===== src/rtl/ifs_pkg.sv =====
// Package: register map, field layout and framing constants for the fault status bank.
// Assumes a Modbus RTU slave on RS-485 with a 20 MHz system clock.
`default_nettype none
package ifs_pkg;
   // Register indices (protocol address)
   localparam logic [15:0] IFS_REG_DET_STATE  = 16'h0000;
   localparam logic [15:0] IFS_REG_CHAN_COUNT = 16'h0001;
   localparam logic [15:0] IFS_REG_MAX_FAULT  = 16'h0002;
   localparam logic [15:0] IFS_REG_NET_FORM   = 16'h0003;
   localparam logic [15:0] IFS_REG_CH1_STATUS = 16'h0004;
   localparam logic [15:0] IFS_REG_CH8_STATUS = 16'h000B;
   localparam logic [15:0] IFS_REG_EVENT_MEM  = 16'h000C;
   localparam logic [15:0] IFS_REG_LAST       = 16'h000C;

   localparam logic [15:0] IFS_CHAN4_CODE = 16'h0004;
   localparam logic [15:0] IFS_CHAN8_CODE = 16'h0008;

   localparam logic [1:0] IFS_NET_DC   = 2'h0;
   localparam logic [1:0] IFS_NET_AC   = 2'h1;
   localparam logic [1:0] IFS_NET_3AC  = 2'h2;

   localparam logic [7:0] IFS_ST_NONE    = 8'h00;
   localparam logic [7:0] IFS_ST_CONN    = 8'h01;
   localparam logic [7:0] IFS_ST_PREWARN = 8'h02;
   localparam logic [7:0] IFS_ST_ALARM   = 8'h04;
   localparam logic [7:0] IFS_ST_SHORT   = 8'h10;
   localparam logic [7:0] IFS_ST_UNKNOWN = 8'h20;
   localparam logic [7:0] IFS_CUR_INVALID = 8'hFF;

   localparam logic [7:0] IFS_FN_TEST_REQ = 8'h02;
   localparam logic [7:0] IFS_FN_READ_IN  = 8'h04;
   localparam logic [7:0] IFS_EXC_FUNC    = 8'h01;
   localparam logic [7:0] IFS_EXC_ADDR    = 8'h02;
   localparam logic [7:0] IFS_EXC_QTY     = 8'h03;
   localparam logic [15:0] IFS_QTY_MAX    = 16'h000D;
   localparam logic [15:0] IFS_CRC_INIT   = 16'hFFFF;
   localparam logic [15:0] IFS_CRC_POLY   = 16'hA001;

   // Serial timing
   localparam int IFS_CLK_HZ   = 20000000;
   localparam int IFS_BAUD     = 19200;
   localparam int IFS_BIT_CYC  = IFS_CLK_HZ / IFS_BAUD;
   localparam int IFS_GAP_BITS = 35;
   localparam int IFS_GAP_CYC  = (IFS_BIT_CYC * IFS_GAP_BITS) / 10;
   localparam int IFS_FRAME_MAX = 8;

   typedef struct packed {
      logic [7:0] state;
      logic [7:0] current;
   } ifs_chan_s;

   typedef struct packed {
      logic       valid;
      logic       connected;
      logic       prewarn;
      logic       alarm;
      logic       short_circ;
      logic       faulty;
      logic [7:0] current;
   } ifs_meas_s;

   typedef struct packed {
      logic [7:0] data;
      logic       valid;
   } ifs_byte_s;
endpackage
`default_nettype wire


===== src/rtl/ifs_uart_rx.sv =====
// UART receiver, 8N1, with frame-gap detection.
// Assumes rx_sync is already synchronised to clk.
`timescale 1ns/1ps
`default_nettype none
module ifs_uart_rx (
   input  wire logic          clk,
   input  wire logic          rst,
   input  wire logic          rx_sync,
   output ifs_pkg::ifs_byte_s rx_byte,
   output logic               gap
);
   logic [15:0] cnt_r;
   logic [3:0]  bit_r;
   logic [7:0]  sh_r;
   logic        busy_r;
   logic [15:0] idle_r;
   logic        mid;

   assign mid = (cnt_r == 16'(ifs_pkg::IFS_BIT_CYC - 1));
   assign gap = (idle_r == 16'(ifs_pkg::IFS_GAP_CYC));

   always_ff @(posedge clk or posedge rst) begin
      if (rst) begin
         cnt_r   <= 16'h0000;
         bit_r   <= 4'h0;
         sh_r    <= 8'h00;
         busy_r  <= 1'b0;
         rx_byte <= '0;
         idle_r  <= 16'h0000;
      end else begin
         rx_byte.valid <= 1'b0;
         if (busy_r || !rx_sync) idle_r <= 16'h0000;
         else if (!gap) idle_r <= idle_r + 16'h0001;
         if (!busy_r) begin
            // Start sampled half a bit in
            cnt_r <= 16'(ifs_pkg::IFS_BIT_CYC / 2);
            bit_r <= 4'h0;
            if (!rx_sync) busy_r <= 1'b1;
         end else if (mid) begin
            cnt_r <= 16'h0000;
            bit_r <= bit_r + 4'h1;
            if (bit_r == 4'h0 && rx_sync) busy_r <= 1'b0;
            else if (bit_r >= 4'h1 && bit_r <= 4'h8) sh_r <= {rx_sync, sh_r[7:1]};
            else if (bit_r == 4'h9) begin
               busy_r <= 1'b0;
               rx_byte.data  <= sh_r;
               rx_byte.valid <= rx_sync;
            end
         end else begin
            cnt_r <= cnt_r + 16'h0001;
         end
      end
   end
endmodule
`default_nettype wire


===== src/rtl/ifs_uart_tx.sv =====
// UART transmitter, 8N1, with driver enable for the RS-485 transceiver.
// Assumes one byte offered at a time with a valid/ready handshake.
`timescale 1ns/1ps
`default_nettype none
module ifs_uart_tx (
   input  wire logic       clk,
   input  wire logic       rst,
   input  wire logic [7:0] data,
   input  wire logic       valid,
   output logic            ready,
   output logic            txd,
   output logic            tx_oe
);
   logic [15:0] cnt_r;
   logic [3:0]  bit_r;
   logic [9:0]  sh_r;
   logic        busy_r;

   assign ready = !busy_r;

   always_ff @(posedge clk or posedge rst) begin
      if (rst) begin
         cnt_r  <= 16'h0000;
         bit_r  <= 4'h0;
         sh_r   <= 10'h3FF;
         busy_r <= 1'b0;
         txd    <= 1'b1;
         tx_oe  <= 1'b0;
      end else if (!busy_r) begin
         txd <= 1'b1;
         if (valid) begin
            sh_r   <= {1'b1, data, 1'b0};
            busy_r <= 1'b1;
            tx_oe  <= 1'b1;
            cnt_r  <= 16'h0000;
            bit_r  <= 4'h0;
         end else begin
            tx_oe <= 1'b0;
         end
      end else begin
         txd <= sh_r[0];
         if (cnt_r == 16'(ifs_pkg::IFS_BIT_CYC - 1)) begin
            cnt_r <= 16'h0000;
            sh_r  <= {1'b1, sh_r[9:1]};
            bit_r <= bit_r + 4'h1;
            if (bit_r == 4'h9) busy_r <= 1'b0;
         end else begin
            cnt_r <= cnt_r + 16'h0001;
         end
      end
   end
endmodule
`default_nettype wire


===== src/rtl/ifs_status_regs.sv =====
// Insulation fault status bank: read-only input registers served as a Modbus RTU slave.
// Assumes RS-485 transceiver outside; measurement inputs come from logic on clk.
// Behaviour
// - Input registers at fixed addresses; 30001 is protocol address 0, consecutive.
// - Detection state reads 0 when inactive, 1 when done and currents valid.
// - Channel count reads 0x0004 or 0x0008 by variant.
// - Max fault register returns configured maximum current, 1 to 5 mA.
// - Network form: 0 DC, 1 single-phase AC, 2 three-phase AC.
// - Transformer 1 to 4 status at addresses 0x0004 to 0x0007.
// - Transformer 5 to 8 status at addresses 0x0008 to 0x000B.
// - Status upper byte: 0x00 none, 0x01 connected, 0x02 prewarning, 0x04 alarm.
// - Status upper byte 0x10 on short circuit, 0x20 unknown or faulty.
// - Status lower byte holds fault current in 0.1 mA steps.
// - Invalid measurement reports lower byte 0xFF.
// - Event memory upper byte: alarm-occurred bit per channel, bit 0 channel one.
// - Event memory lower byte: prewarning-occurred bit per channel.
`timescale 1ns/1ps
`default_nettype none
module ifs_status_regs (
   input  wire logic                 clk,
   input  wire logic                 rst,
   input  wire logic                 rs485_rx,
   output logic                      rs485_tx,
   output logic                      rs485_oe,
   input  wire logic [7:0]           slave_addr,
   input  wire logic                 eight_chan,
   input  wire logic                 detect_done,
   input  wire logic [2:0]           max_fault_ma,
   input  wire logic [1:0]           net_form,
   input  wire ifs_pkg::ifs_meas_s   meas [8],
   input  wire logic                 mem_clear,
   output logic                      test_req,
   output logic [15:0]               event_mem
);
   typedef enum logic [4:0] {
      IFS_IDLE = 5'b00001,
      IFS_RECV = 5'b00010,
      IFS_SKIP = 5'b00100,
      IFS_SEND = 5'b01000,
      IFS_CRCO = 5'b10000
   } ifs_state_e;

   ifs_state_e        st_r;
   logic              rx_m_r;
   logic              rx_s_r;
   ifs_pkg::ifs_byte_s rxb;
   logic              gap;
   logic [7:0]        frm_r [8];
   logic [3:0]        n_r;
   logic [15:0]       crc_r;
   logic [15:0]       crc_in;
   logic [7:0]        crc_byte;
   logic              crc_step;
   logic [15:0]       crc_nxt;
   logic [15:0]       tcrc_r;
   logic [15:0]       tcrc_nxt;
   logic [5:0]        ti_r;
   logic [5:0]        tlen_r;
   logic [7:0]        tb;
   logic              tvalid;
   logic              tready;
   logic [15:0]       start_a;
   logic [15:0]       qty;
   logic              frame_ok;
   logic              for_me;
   logic              bcast;
   logic [7:0]        exc_r;
   logic [7:0]        fn_r;
   logic [15:0]       rd_a_r;
   logic [15:0]       rd_q_r;
   logic [15:0]       rd_word;
   logic [15:0]       rd_idx;
   ifs_pkg::ifs_chan_s chan [8];
   logic [15:0]       mem_r;
   logic [15:0]       mem_set;
   logic [15:0]       chan_code;

   // Pin passes two flops before use
   always_ff @(posedge clk or posedge rst) begin
      if (rst) begin
         rx_m_r <= 1'b1;
         rx_s_r <= 1'b1;
      end else begin
         rx_m_r <= rs485_rx;
         rx_s_r <= rx_m_r;
      end
   end

   ifs_uart_rx u_rx (
      .clk     (clk),
      .rst     (rst),
      .rx_sync (rx_s_r),
      .rx_byte (rxb),
      .gap     (gap)
   );

   ifs_uart_tx u_tx (
      .clk   (clk),
      .rst   (rst),
      .data  (tb),
      .valid (tvalid),
      .ready (tready),
      .txd   (rs485_tx),
      .tx_oe (rs485_oe)
   );

   // Per-channel status words
   genvar g;
   generate
      for (g = 0; g < 8; g++) begin : gch
         logic [7:0] stb;
         assign stb = meas[g].faulty     ? ifs_pkg::IFS_ST_UNKNOWN :
                      meas[g].short_circ ? ifs_pkg::IFS_ST_SHORT :
                      !meas[g].connected ? ifs_pkg::IFS_ST_NONE :
                      meas[g].alarm      ? ifs_pkg::IFS_ST_ALARM :
                      meas[g].prewarn    ? ifs_pkg::IFS_ST_PREWARN :
                                           ifs_pkg::IFS_ST_CONN;
         assign chan[g].state   = stb;
         assign chan[g].current = meas[g].valid ? meas[g].current : ifs_pkg::IFS_CUR_INVALID;
         assign mem_set[8 + g]  = meas[g].connected && meas[g].alarm;
         assign mem_set[g]      = meas[g].connected && meas[g].prewarn;
      end
   endgenerate

   // Sticky memory; a new event wins over the clear
   always_ff @(posedge clk or posedge rst) begin
      if (rst) mem_r <= 16'h0000;
      else mem_r <= (mem_clear ? 16'h0000 : mem_r) | mem_set;
   end
   assign event_mem = mem_r;

   assign chan_code = eight_chan ? ifs_pkg::IFS_CHAN8_CODE : ifs_pkg::IFS_CHAN4_CODE;

   // Register read mux
   assign rd_idx = rd_a_r;
   always_comb begin
      rd_word = 16'h0000;
      if (rd_idx == ifs_pkg::IFS_REG_DET_STATE) rd_word = {15'h0000, detect_done};
      else if (rd_idx == ifs_pkg::IFS_REG_CHAN_COUNT) rd_word = chan_code;
      else if (rd_idx == ifs_pkg::IFS_REG_MAX_FAULT) rd_word = {13'h0000, max_fault_ma};
      else if (rd_idx == ifs_pkg::IFS_REG_NET_FORM) rd_word = {14'h0000, net_form};
      else if (rd_idx >= ifs_pkg::IFS_REG_CH1_STATUS && rd_idx <= ifs_pkg::IFS_REG_CH8_STATUS)
         rd_word = chan[3'(rd_idx - ifs_pkg::IFS_REG_CH1_STATUS)];
      else if (rd_idx == ifs_pkg::IFS_REG_EVENT_MEM) rd_word = mem_r;
   end

   // CRC-16, one byte per step, reflected polynomial
   assign crc_step = (st_r == IFS_RECV && rxb.valid);
   assign crc_byte = crc_step ? rxb.data : tb;
   assign crc_in   = crc_step ? crc_r : tcrc_r;
   always_comb begin
      crc_nxt = crc_in ^ {8'h00, crc_byte};
      for (int i = 0; i < 8; i++) begin
         crc_nxt = crc_nxt[0] ? ((crc_nxt >> 1) ^ ifs_pkg::IFS_CRC_POLY) : (crc_nxt >> 1);
      end
   end
   assign tcrc_nxt = crc_nxt;

   assign start_a  = {frm_r[2], frm_r[3]};
   assign qty      = {frm_r[4], frm_r[5]};
   assign bcast    = (frm_r[0] == 8'h00);
   assign for_me   = (frm_r[0] == slave_addr) || bcast;
   // Residue of zero over data plus CRC means checksum good
   assign frame_ok = (n_r == 4'h8) && (crc_r == 16'h0000);

   // Response length: addr fn count data.. or addr fn exc
   always_comb begin
      tb = 8'h00;
      if (ti_r == 6'd0) tb = frm_r[0];
      else if (exc_r != 8'h00) begin
         if (ti_r == 6'd1) tb = fn_r | 8'h80;
         else if (ti_r == 6'd2) tb = exc_r;
      end else if (fn_r == ifs_pkg::IFS_FN_TEST_REQ) begin
         if (ti_r == 6'd1) tb = fn_r;
         else if (ti_r == 6'd2) tb = 8'h01;
         else if (ti_r == 6'd3) tb = 8'h01;
      end else begin
         if (ti_r == 6'd1) tb = fn_r;
         else if (ti_r == 6'd2) tb = {rd_q_r[6:0], 1'b0};
         else tb = ti_r[0] ? rd_word[15:8] : rd_word[7:0];
      end
      if (st_r == IFS_CRCO) tb = (ti_r == 6'd0) ? tcrc_r[7:0] : tcrc_r[15:8];
   end
   assign tvalid = (st_r == IFS_SEND) || (st_r == IFS_CRCO);

   always_ff @(posedge clk or posedge rst) begin
      if (rst) begin
         st_r     <= IFS_IDLE;
         n_r      <= 4'h0;
         crc_r    <= ifs_pkg::IFS_CRC_INIT;
         tcrc_r   <= ifs_pkg::IFS_CRC_INIT;
         ti_r     <= 6'd0;
         tlen_r   <= 6'd0;
         exc_r    <= 8'h00;
         fn_r     <= 8'h00;
         rd_a_r   <= 16'h0000;
         rd_q_r   <= 16'h0000;
         test_req <= 1'b0;
         for (int i = 0; i < 8; i++) frm_r[i] <= 8'h00;
      end else begin
         test_req <= 1'b0;
         case (st_r)
            IFS_IDLE: begin
               n_r   <= 4'h0;
               crc_r <= ifs_pkg::IFS_CRC_INIT;
               if (gap) st_r <= IFS_RECV;
            end
            IFS_RECV: begin
               if (rxb.valid) begin
                  crc_r <= crc_nxt;
                  if (n_r == 4'(ifs_pkg::IFS_FRAME_MAX)) st_r <= IFS_SKIP;
                  else begin
                     frm_r[3'(n_r)] <= rxb.data;
                     n_r <= n_r + 4'h1;
                  end
               end else if (gap && n_r != 4'h0) begin
                  // Bad CRC or wrong length: drop silently
                  if (frame_ok && for_me) begin
                     fn_r   <= frm_r[1];
                     rd_a_r <= start_a;
                     rd_q_r <= qty;
                     ti_r   <= 6'd0;
                     tcrc_r <= ifs_pkg::IFS_CRC_INIT;
                     exc_r  <= 8'h00;
                     tlen_r <= 6'd3;
                     if (frm_r[1] == ifs_pkg::IFS_FN_TEST_REQ) begin
                        if (start_a != 16'h0000 || qty != 16'h0001) exc_r <= ifs_pkg::IFS_EXC_ADDR;
                        else begin
                           test_req <= 1'b1;
                           tlen_r   <= 6'd4;
                        end
                     end else if (frm_r[1] == ifs_pkg::IFS_FN_READ_IN) begin
                        if (qty == 16'h0000 || qty > ifs_pkg::IFS_QTY_MAX) exc_r <= ifs_pkg::IFS_EXC_QTY;
                        else if (start_a + qty > ifs_pkg::IFS_REG_LAST + 16'h0001)
                           exc_r <= ifs_pkg::IFS_EXC_ADDR;
                        else tlen_r <= 6'(3 + 2 * qty[3:0]);
                     end else begin
                        exc_r <= ifs_pkg::IFS_EXC_FUNC;
                     end
                     // Broadcasts act but never answer
                     st_r <= bcast ? IFS_IDLE : IFS_SEND;
                  end else begin
                     st_r <= IFS_IDLE;
                  end
                  n_r   <= 4'h0;
                  crc_r <= ifs_pkg::IFS_CRC_INIT;
               end
            end
            // Via idle so a stale count and residue never reach the frame check
            IFS_SKIP: if (gap) st_r <= IFS_IDLE;
            IFS_SEND: if (tready) begin
               tcrc_r <= tcrc_nxt;
               if (ti_r >= 6'd3 && !ti_r[0] && fn_r == ifs_pkg::IFS_FN_READ_IN && exc_r == 8'h00)
                  rd_a_r <= rd_a_r + 16'h0001;
               if (ti_r == tlen_r - 6'd1) begin
                  ti_r <= 6'd0;
                  st_r <= IFS_CRCO;
               end else ti_r <= ti_r + 6'd1;
            end
            IFS_CRCO: if (tready) begin
               if (ti_r == 6'd1) begin
                  ti_r <= 6'd0;
                  st_r <= IFS_IDLE;
               end else ti_r <= 6'd1;
            end
            default: st_r <= IFS_IDLE;
         endcase
      end
   end
endmodule
`default_nettype wire


===== config.mk =====
export PLATFORM = sky130hd
export DESIGN_NAME = ifs_status_regs
export DESIGN_NICKNAME = d
export VERILOG_FILES = /design/src/rtl/ifs_pkg.sv /design/src/rtl/ifs_uart_rx.sv /design/src/rtl/ifs_uart_tx.sv /design/src/rtl/ifs_status_regs.sv
export SDC_FILE = /design/constraint.sdc
export NUM_CORES = 1
export LEC_CHECK = 0
export BUFFER_PORTS_ARGS = -buffer_cell sky130_fd_sc_hd__clkbuf_2
export CAP_MARGIN = 20
export CORE_ASPECT_RATIO = 1.5
export CORE_MARGIN = 2
export CORE_UTILIZATION = 40
export CTS_CLUSTER_SIZE = 30
export DETAILED_ROUTE_END_ITERATION = 12
export PLACE_DENSITY_LB_ADDON = 0.25
export SLEW_MARGIN = 10
export SYNTH_ARGS = -nofsm -noshare
export SYNTH_HDL_FRONTEND = slang
export SYNTH_HIERARCHICAL = 1
export SYNTH_SLANG_ARGS = --single-unit

===== constraint.sdc =====
create_clock -name clk -period 4.7 [get_ports clk]
set_input_delay 0.47 -clock clk [delete_from_list [all_inputs] [get_ports clk]]
set_output_delay 0.47 -clock clk [all_outputs]
set_load 0.01 [all_outputs]

# ---- Word-level counts from Yosys, hierarchy flattened
# Index checks and enable logic that the tools add are counted.
dict set report word_totals {
  wordCells 343
  ff_bits 262
}
dict set report classes {
  reduce_logical 59
  n_bitwise 16
  eq_ne 41
  n_mux 170
  addsub 12
  order_cmp 10
}
# cell n
set op_table {}
lappend op_table {{$mux 16} 36}
lappend op_table {{$mux 8} 23}
lappend op_table {{$mux 6} 18}
lappend op_table {{$pmux 16 s2} 3}
lappend op_table {{$mux 5} 17}
lappend op_table {{$add 16x1->16 const B} 4}
lappend op_table {{$bwmux 64} 1}
lappend op_table {{$mux 3} 17}
lappend op_table {{$bmux 16 s3} 1}
lappend op_table {{$logic_not 16->1} 3}
lappend op_table {{$mux 4} 11}
lappend op_table {{$eq 16x11->1 const B} 2}
lappend op_table {{$eq 16x2->1 const B} 2}
lappend op_table {{$gt 16x4->1 const B} 2}
lappend op_table {{$mux 10} 3}
lappend op_table {{$logic_and 1x1->1} 27}
lappend op_table {{$mux 1} 25}
lappend op_table {{$pmux 5 s5} 1}
lappend op_table {{$demux 8 s3} 1}
lappend op_table {{$not 2->3} 8}
lappend op_table {{$mux 2} 11}
lappend op_table {{$pmux 6 s3} 1}
lappend op_table {{$add 16x16->16} 1}
lappend op_table {{$eq 16x1->1 const B} 1}
lappend op_table {{52 further kinds} 89}

# ---- Logic depth before layout (Yosys ltp)
dict set report depth {
  ltp_word 40
  mapped_depth 17
  depth_no_buf 14
}

# ---- Cells and area by module
# The synthesis kept the hierarchy.
# mod cells_each instances area_each_um2 seq_area_each_um2
set modules_own_cells {}
lappend modules_own_cells {ifs_status_regs 1196 1 10533.9 3872.5}
lappend modules_own_cells {ifs_uart_rx 240 1 2603.7 1351.3}
lappend modules_own_cells {ifs_uart_tx 169 1 1750.4 813.3}

# ---- Worst setup path before layout
# No wires, ideal clock.
dict set report synth_path {
  path_kind {register -> register}
  from {reg ti_r[0]}
  to {reg tcrc_r[0]}
  path_buffers 3
  t_required_ps 4627
  setup_time_ps 73
  t_arrival_ps 3800
  stages_incl_launch_ff 17
  path_slack_ps 827
  cell_sequence {dfrtp_1 clkbuf_1 inv_1 clkbuf_1 ha_1 and2_1 clkbuf_2 nor4_2 o311ai_0 a22oi_2 mux2i_1 nor2_2 xnor2_2 xnor2_1 xnor3_2 xnor3_1 a21oi_1}
}
dict set report synth_via {
  elab_chain_cells 20
  elab_cells_between_ends 36
}
# element line
set synth_rtl {}
lappend synth_rtl {{start, declared} ifs_status_regs.sv:57} ;# logic [5:0] ti_r;
lappend synth_rtl {{start signal, assigned} ifs_status_regs.sv:258} ;# end else ti_r <= ti_r + 6'd1;
lappend synth_rtl {{$eq 6x2->1, or another cell as far along} ifs_status_regs.sv:176} ;# else if (ti_r == 6'd3) tb = 8'h01;
lappend synth_rtl {{$mux 1 / $mux 8 (equally long branches)} {ifs_status_regs.sv:176, ifs_status_regs.sv:179}}
lappend synth_rtl {{$mux 1 / $mux 8 (equally long branches)} {ifs_status_regs.sv:175, ifs_status_regs.sv:178}}
lappend synth_rtl {{$mux 8, on equally long branches} {ifs_status_regs.sv:174, ifs_status_regs.sv:173}}
lappend synth_rtl {{$mux 8, on equally long branches} {ifs_status_regs.sv:173, ifs_status_regs.sv:170}}
lappend synth_rtl {{$mux 8, on equally long branches} {ifs_status_regs.sv:170, ifs_status_regs.sv:169}}
lappend synth_rtl {{$mux 8, on equally long branches} {ifs_status_regs.sv:169, ifs_status_regs.sv:182}}
lappend synth_rtl {{$mux 8 (*)} ifs_status_regs.sv:182} ;# if (st_r == IFS_CRCO) tb = (ti_r == 6'd0) ? tcrc_r[7:0] : tcrc_r[15:8];
lappend synth_rtl {{$mux 8 (*)} ifs_status_regs.sv:149} ;# assign crc_byte = crc_step ? rxb.data : tb;
lappend synth_rtl {{$xor 16x8->16 (*)} ifs_status_regs.sv:152} ;# crc_nxt = crc_in ^ {8'h00, crc_byte};
lappend synth_rtl {{$mux 16 (*) (8 in a row)} ifs_status_regs.sv:154} ;# crc_nxt = crc_nxt[0] ? ((crc_nxt >> 1) ^ ifs_pkg::IFS_CRC_POLY) : (crc_nxt >> 1);
lappend synth_rtl {{$mux 16 (*)} ifs_status_regs.sv:251} ;# IFS_SEND: if (tready) begin
lappend synth_rtl {{$pmux 16 s2 (*)} ifs_status_regs.sv:202} ;# case (st_r)
lappend synth_rtl {{end signal, assigned} ifs_status_regs.sv:191} ;# tcrc_r <= ifs_pkg::IFS_CRC_INIT;
lappend synth_rtl {{end signal, assigned} ifs_status_regs.sv:223} ;# tcrc_r <= ifs_pkg::IFS_CRC_INIT;
lappend synth_rtl {{end signal, assigned} ifs_status_regs.sv:252} ;# tcrc_r <= tcrc_nxt;
lappend synth_rtl {{end, declared} ifs_status_regs.sv:55} ;# logic [15:0] tcrc_r;
# Mark *: on every way between the ends. The rest lies on a longest branch, timed or not. The select of a mux whose other input is x is not followed.
# A chain may end at the register's enable or synchronous reset.

# ---- Final worst setup path
dict set report layout_path {
  from {reg rd_a_r[0]}
  to {reg tcrc_r[0]}
}
dict set report layout_via {
  elab_chain_cells 30
  elab_cells_between_ends 45
}
# element line
set layout_rtl {}
lappend layout_rtl {{start, declared} ifs_status_regs.sv:69} ;# logic [15:0] rd_a_r;
lappend layout_rtl {{start signal, assigned} ifs_status_regs.sv:220} ;# rd_a_r <= start_a;
lappend layout_rtl {{start signal, assigned} ifs_status_regs.sv:254} ;# rd_a_r <= rd_a_r + 16'h0001;
lappend layout_rtl {{$sub 3x3->3} ifs_status_regs.sv:143} ;# rd_word = chan[3'(rd_idx - ifs_pkg::IFS_REG_CH1_STATUS)];
lappend layout_rtl {{$not 3->4 (not written as such)} ifs_status_regs.sv:143}
lappend layout_rtl {{$bmux 16 s3} ifs_status_regs.sv:143}
lappend layout_rtl {{$mux 16 (not written as such) (2 in a row)} ifs_status_regs.sv:143}
lappend layout_rtl {{$mux 16} ifs_status_regs.sv:142} ;# else if (rd_idx >= ifs_pkg::IFS_REG_CH1_STATUS && rd_idx <= ifs_pkg::IFS_REG_CH8_STATUS)
lappend layout_rtl {{$mux 16} ifs_status_regs.sv:141} ;# else if (rd_idx == ifs_pkg::IFS_REG_NET_FORM) rd_word = {14'h0000, net_form};
lappend layout_rtl {{$mux 16} ifs_status_regs.sv:140} ;# else if (rd_idx == ifs_pkg::IFS_REG_MAX_FAULT) rd_word = {13'h0000, max_fault_ma};
lappend layout_rtl {{$mux 16} ifs_status_regs.sv:139} ;# else if (rd_idx == ifs_pkg::IFS_REG_CHAN_COUNT) rd_word = chan_code;
lappend layout_rtl {{(+7 left out)} n/a}
lappend layout_rtl {{$mux 8 (*)} ifs_status_regs.sv:182}
lappend layout_rtl {{$mux 8 (*)} ifs_status_regs.sv:149}
lappend layout_rtl {{$xor 16x8->16 (*)} ifs_status_regs.sv:152}
lappend layout_rtl {{$mux 16 (*) (6 in a row)} ifs_status_regs.sv:154}
lappend layout_rtl {{$not 2->3 (no line) / $mux 16 (equally long branches)} n/a}
lappend layout_rtl {{$mux 16 (*) (2 in a row)} ifs_status_regs.sv:154}
lappend layout_rtl {{$mux 16 (*)} ifs_status_regs.sv:251}
lappend layout_rtl {{$pmux 16 s2 (*)} ifs_status_regs.sv:202}
# Marked as above.

==> results_dict.tcl <==
set metrics [dict create \
    ys_ff_latch 239 \
    synth_flop_cell "dfrtp_1" \
    post-cts-setup-buffers 0 \
    grt_pass1_vias 13300 \
    fill_cells 3523 \
    worstPathMaxFanout 22 \
    place.gp.congestion 0.926 \
    critical_path.top_delay_family "XOR/XNOR gates" \
    grt_start_max_net_pins 88 \
    die_area_sq_um 38800 \
    synth_cells 1605 \
    hold_viol 0 \
    syn_nets 1777 \
    ant_nets 0 \
    hold_slack_ns 0.111 \
    antenna_cells 0 \
    rsz0062_at_grt "false" \
    crit_end "tcrc_r[0]" \
    r2r_cells 13 \
    totalWireLength_microns 46100 \
    cp_data_required_time_ns 5.17 \
    synth_edf_count 0 \
    core_sq_um 36700 \
    ys_seq_area_share_pct 40.5 \
    crit_slowest_cell "dfrtp_1" \
    outcome "finished clean" \
    cts.path.max_buffers 3 \
    tightest_slew_ns 0.943 \
    drive_gt1_share_pct 23.8 \
    finalPower_mw 4.52 \
    start_kind "flip-flop" \
    ys_types 111 \
    fin_util_pct 46.6 \
    syn_area_per_cell_sq_um 9.28 \
    grt_pass1_wl_microns 73200 \
    clk_pin_slew_worst_paths_ns 0.06 \
    crit-reg2reg-launch "rd_a_r[0]" \
    syn2layout_area_growth_pct 15.0 \
    slew_viol_final 0 \
    slew_headroom_pct 37.1 \
    async_flop_share_pct 100 \
    synth_area_leaders "dfrtp_1, dfstp_2, mux2_2" \
    period_minus_slack_ns 4.21 \
    ios 150 \
    ctsResizeCount 0 \
    finalSetupViolCount 0 \
    startpoint "rd_a_r[0]" \
    path_buf_inv 1 \
    cts.sinks 239 \
    grt_overflow_total 0 \
    ys_warn_count 6 \
    nNetsFinal 1917 \
    final_cell_mix "nand2_1, dfrtp_1, clkbuf_2" \
    leakage_nw 7.54 \
    drtPass1Iterations 5 \
    synth_area_leader_cell "dfrtp_1" \
    start_util_pct 40.6 \
    ir_drop_mv 0.267 \
    pwr_density_cell_nw_per_um2 264 \
    cts_tree "built" \
    dp_cells 2200 \
    r2r_end "tcrc_r[0]" \
    place.port_buffers 149 \
    cp.arrival_ns 4.67 \
    grtUsageTotal_pct 23.8 \
    fp-row-count 86 \
    h-tree-depth 1 \
    fmax_mhz 238 \
    final_common_cell "nand2_1" \
    numCtsBuffers 26 \
    fin_skew_ns 0.0195 \
    end_kind "flip-flop" \
    via_per_inst 5.77 \
    path_class "reg2reg" \
    antenna_found_initial 0 \
    clockRootBuffer "clkbuf_16" \
    slowest_delay_ns 0.85 \
    synth_top_area_share_pct 32.6 \
    syn_area_sq_um 14900 \
    drc_errors 0 \
    fin_tns_setup_ns 0 \
    finalCritPeriodShare_pct 89.5 \
    cap_violations 0 \
    initialDrtViolationCount 970 \
    layoutNonFillerInstCount 2248 \
    dpl.hpwl_microns 35500 \
    worstPathCellList "inv_1, ha_1, or3b_2, a31o_2, o311ai_0, a22oi_2, mux2i_1, nor2_2, xnor2_2, xnor2_1, xnor3_2, xnor3_1, a21oi_1" \
    via_count 13000 \
    die_w_microns 162 \
    die-height_microns 240 \
    ff2ff_setup_slack_ns 0.49 \
    wl_per_cell_microns 20.5 \
    cp_num_cells 13 \
    clkLatencyLatePin_ns 0.55 \
    hold_class "in2async" \
]
synth_stat cells, types with 28 or more instances:
master / count
o22ai_1: 31
nor4_1: 29
nand2_1: 203
a21oi_1: 95
nor3_1: 34
dfrtp_1: 194
xor2_1: 30
inv_1: 74
dfstp_2: 45
o21ai_0: 94
mux2_2: 72
clkbuf_1: 41
xnor2_1: 56
nand3_1: 55
ha_1: 40
nor2_1: 106
nand4_1: 28
where the power goes:
part | internal [mW] | switching, mW | leakage (nW)
clock network | 1.37 | 0.860 | 0.472
logic | 0.0781 | 0.130 | 3.96
registers | 2.07 | 0.0137 | 3.11
total | 3.52 | 1.00 | 7.54
worst register-to-register path, stage by stage, from the launching register on:
cell and delay (ns):
dfrtp_1 0.85, inv_1 0.22, ha_1 0.36, or3b_2 0.47, a31o_2 0.24, o311ai_0 0.10
a22oi_2 0.18, mux2i_1 0.21, nor2_2 0.09, xnor2_2 0.29, xnor2_1 0.17, xnor3_2 0.45
xnor3_1 0.37, a21oi_1 0.15
metrics by stage:
stage          instance area, sq um  setup WS, ns
2_1_floorplan                 14900         0.166
3_3_place_gp                  16200         0.633
3_5_place_dp                  16200         0.535
4_1_cts                       17100         0.516
5_1_grt                       17100         0.302
6_report                      17100         0.493
cells by family (layout without fill, tap and decap cells):
| logic type | after synthesis | count (layout) | share of synthesized area [%] |
|---|---|---|---|
| AOI/OAI and AO/OA | 405 | 405 | 18.0 |
| DFF | 239 | 239 | 40.5 |
| buffers and inverters | 145 | 304 | 4.19 |
| muxes | 90 | 90 | 6.94 |
| xor gates and xnor gates | 90 | 90 | 5.59 |
| adders and majority gates | 41 | 41 | 3.50 |
| and+or+nand+nor | 595 | 595 | 21.2 |
routing by layer:
metal | routed length (microns) | GRT usage, %
met5 | 0 | 0
met4 | 2560 | 13.0
met3 | 2270 | 2.95
met2 | 23600 | 44.0
met1 | 17700 | 26.3
flip-flops by register name (all words and copies together), names as in the netlist, 2 cells and up:
| register | flops |
|---|---|
| crc_r | 16 |
| event_mem | 16 |
| exc_r | 2 |
| fn_r | 8 |
| frm_r | 48 |
| n_r | 4 |
| rd_a_r | 16 |
| rd_q_r | 7 |
| st_r | 5 |
| tcrc_r | 16 |
| ti_r | 6 |
| tlen_r | 6 |
| u_rx/bit_r | 4 |
| u_rx/cnt_r | 16 |
| u_rx/idle_r | 16 |
| u_rx/rx_byte | 9 |
| u_rx/sh_r | 8 |
| u_tx/bit_r | 4 |
| u_tx/cnt_r | 16 |
| u_tx/sh_r | 9 |
layout make-up:
cell class	instances	area (sq um)	share of cell area, %
inverter	74	283	1.65
clock buffer	38	818	4.78
clock inverter	9	128	0.746
sequential	239	6040	35.3
multi-input combinational	1221	8240	48.1
timing repair buffer	183	1000	5.86
tap	484	606	3.54
worst min-delay path by stage:
stage / endpoint / slack (ns)
after global routing: u_tx/tx_oe / 0.14
after CTS: u_tx/tx_oe / 0.11
after global placement: rx_s_r / 0.35
after detailed placement: rx_s_r / 0.35
final: u_tx/tx_oe / 0.11
after floorplan: rx_s_r / 0.35
timing repair:
action | in CTS | in global routing
endpoints found under the setup margin | 0 | 0
endpoints found under the hold margin | 1 | 0
hold buffers | 1 | 0
Note: power is estimated with default switching activity, not from simulation.
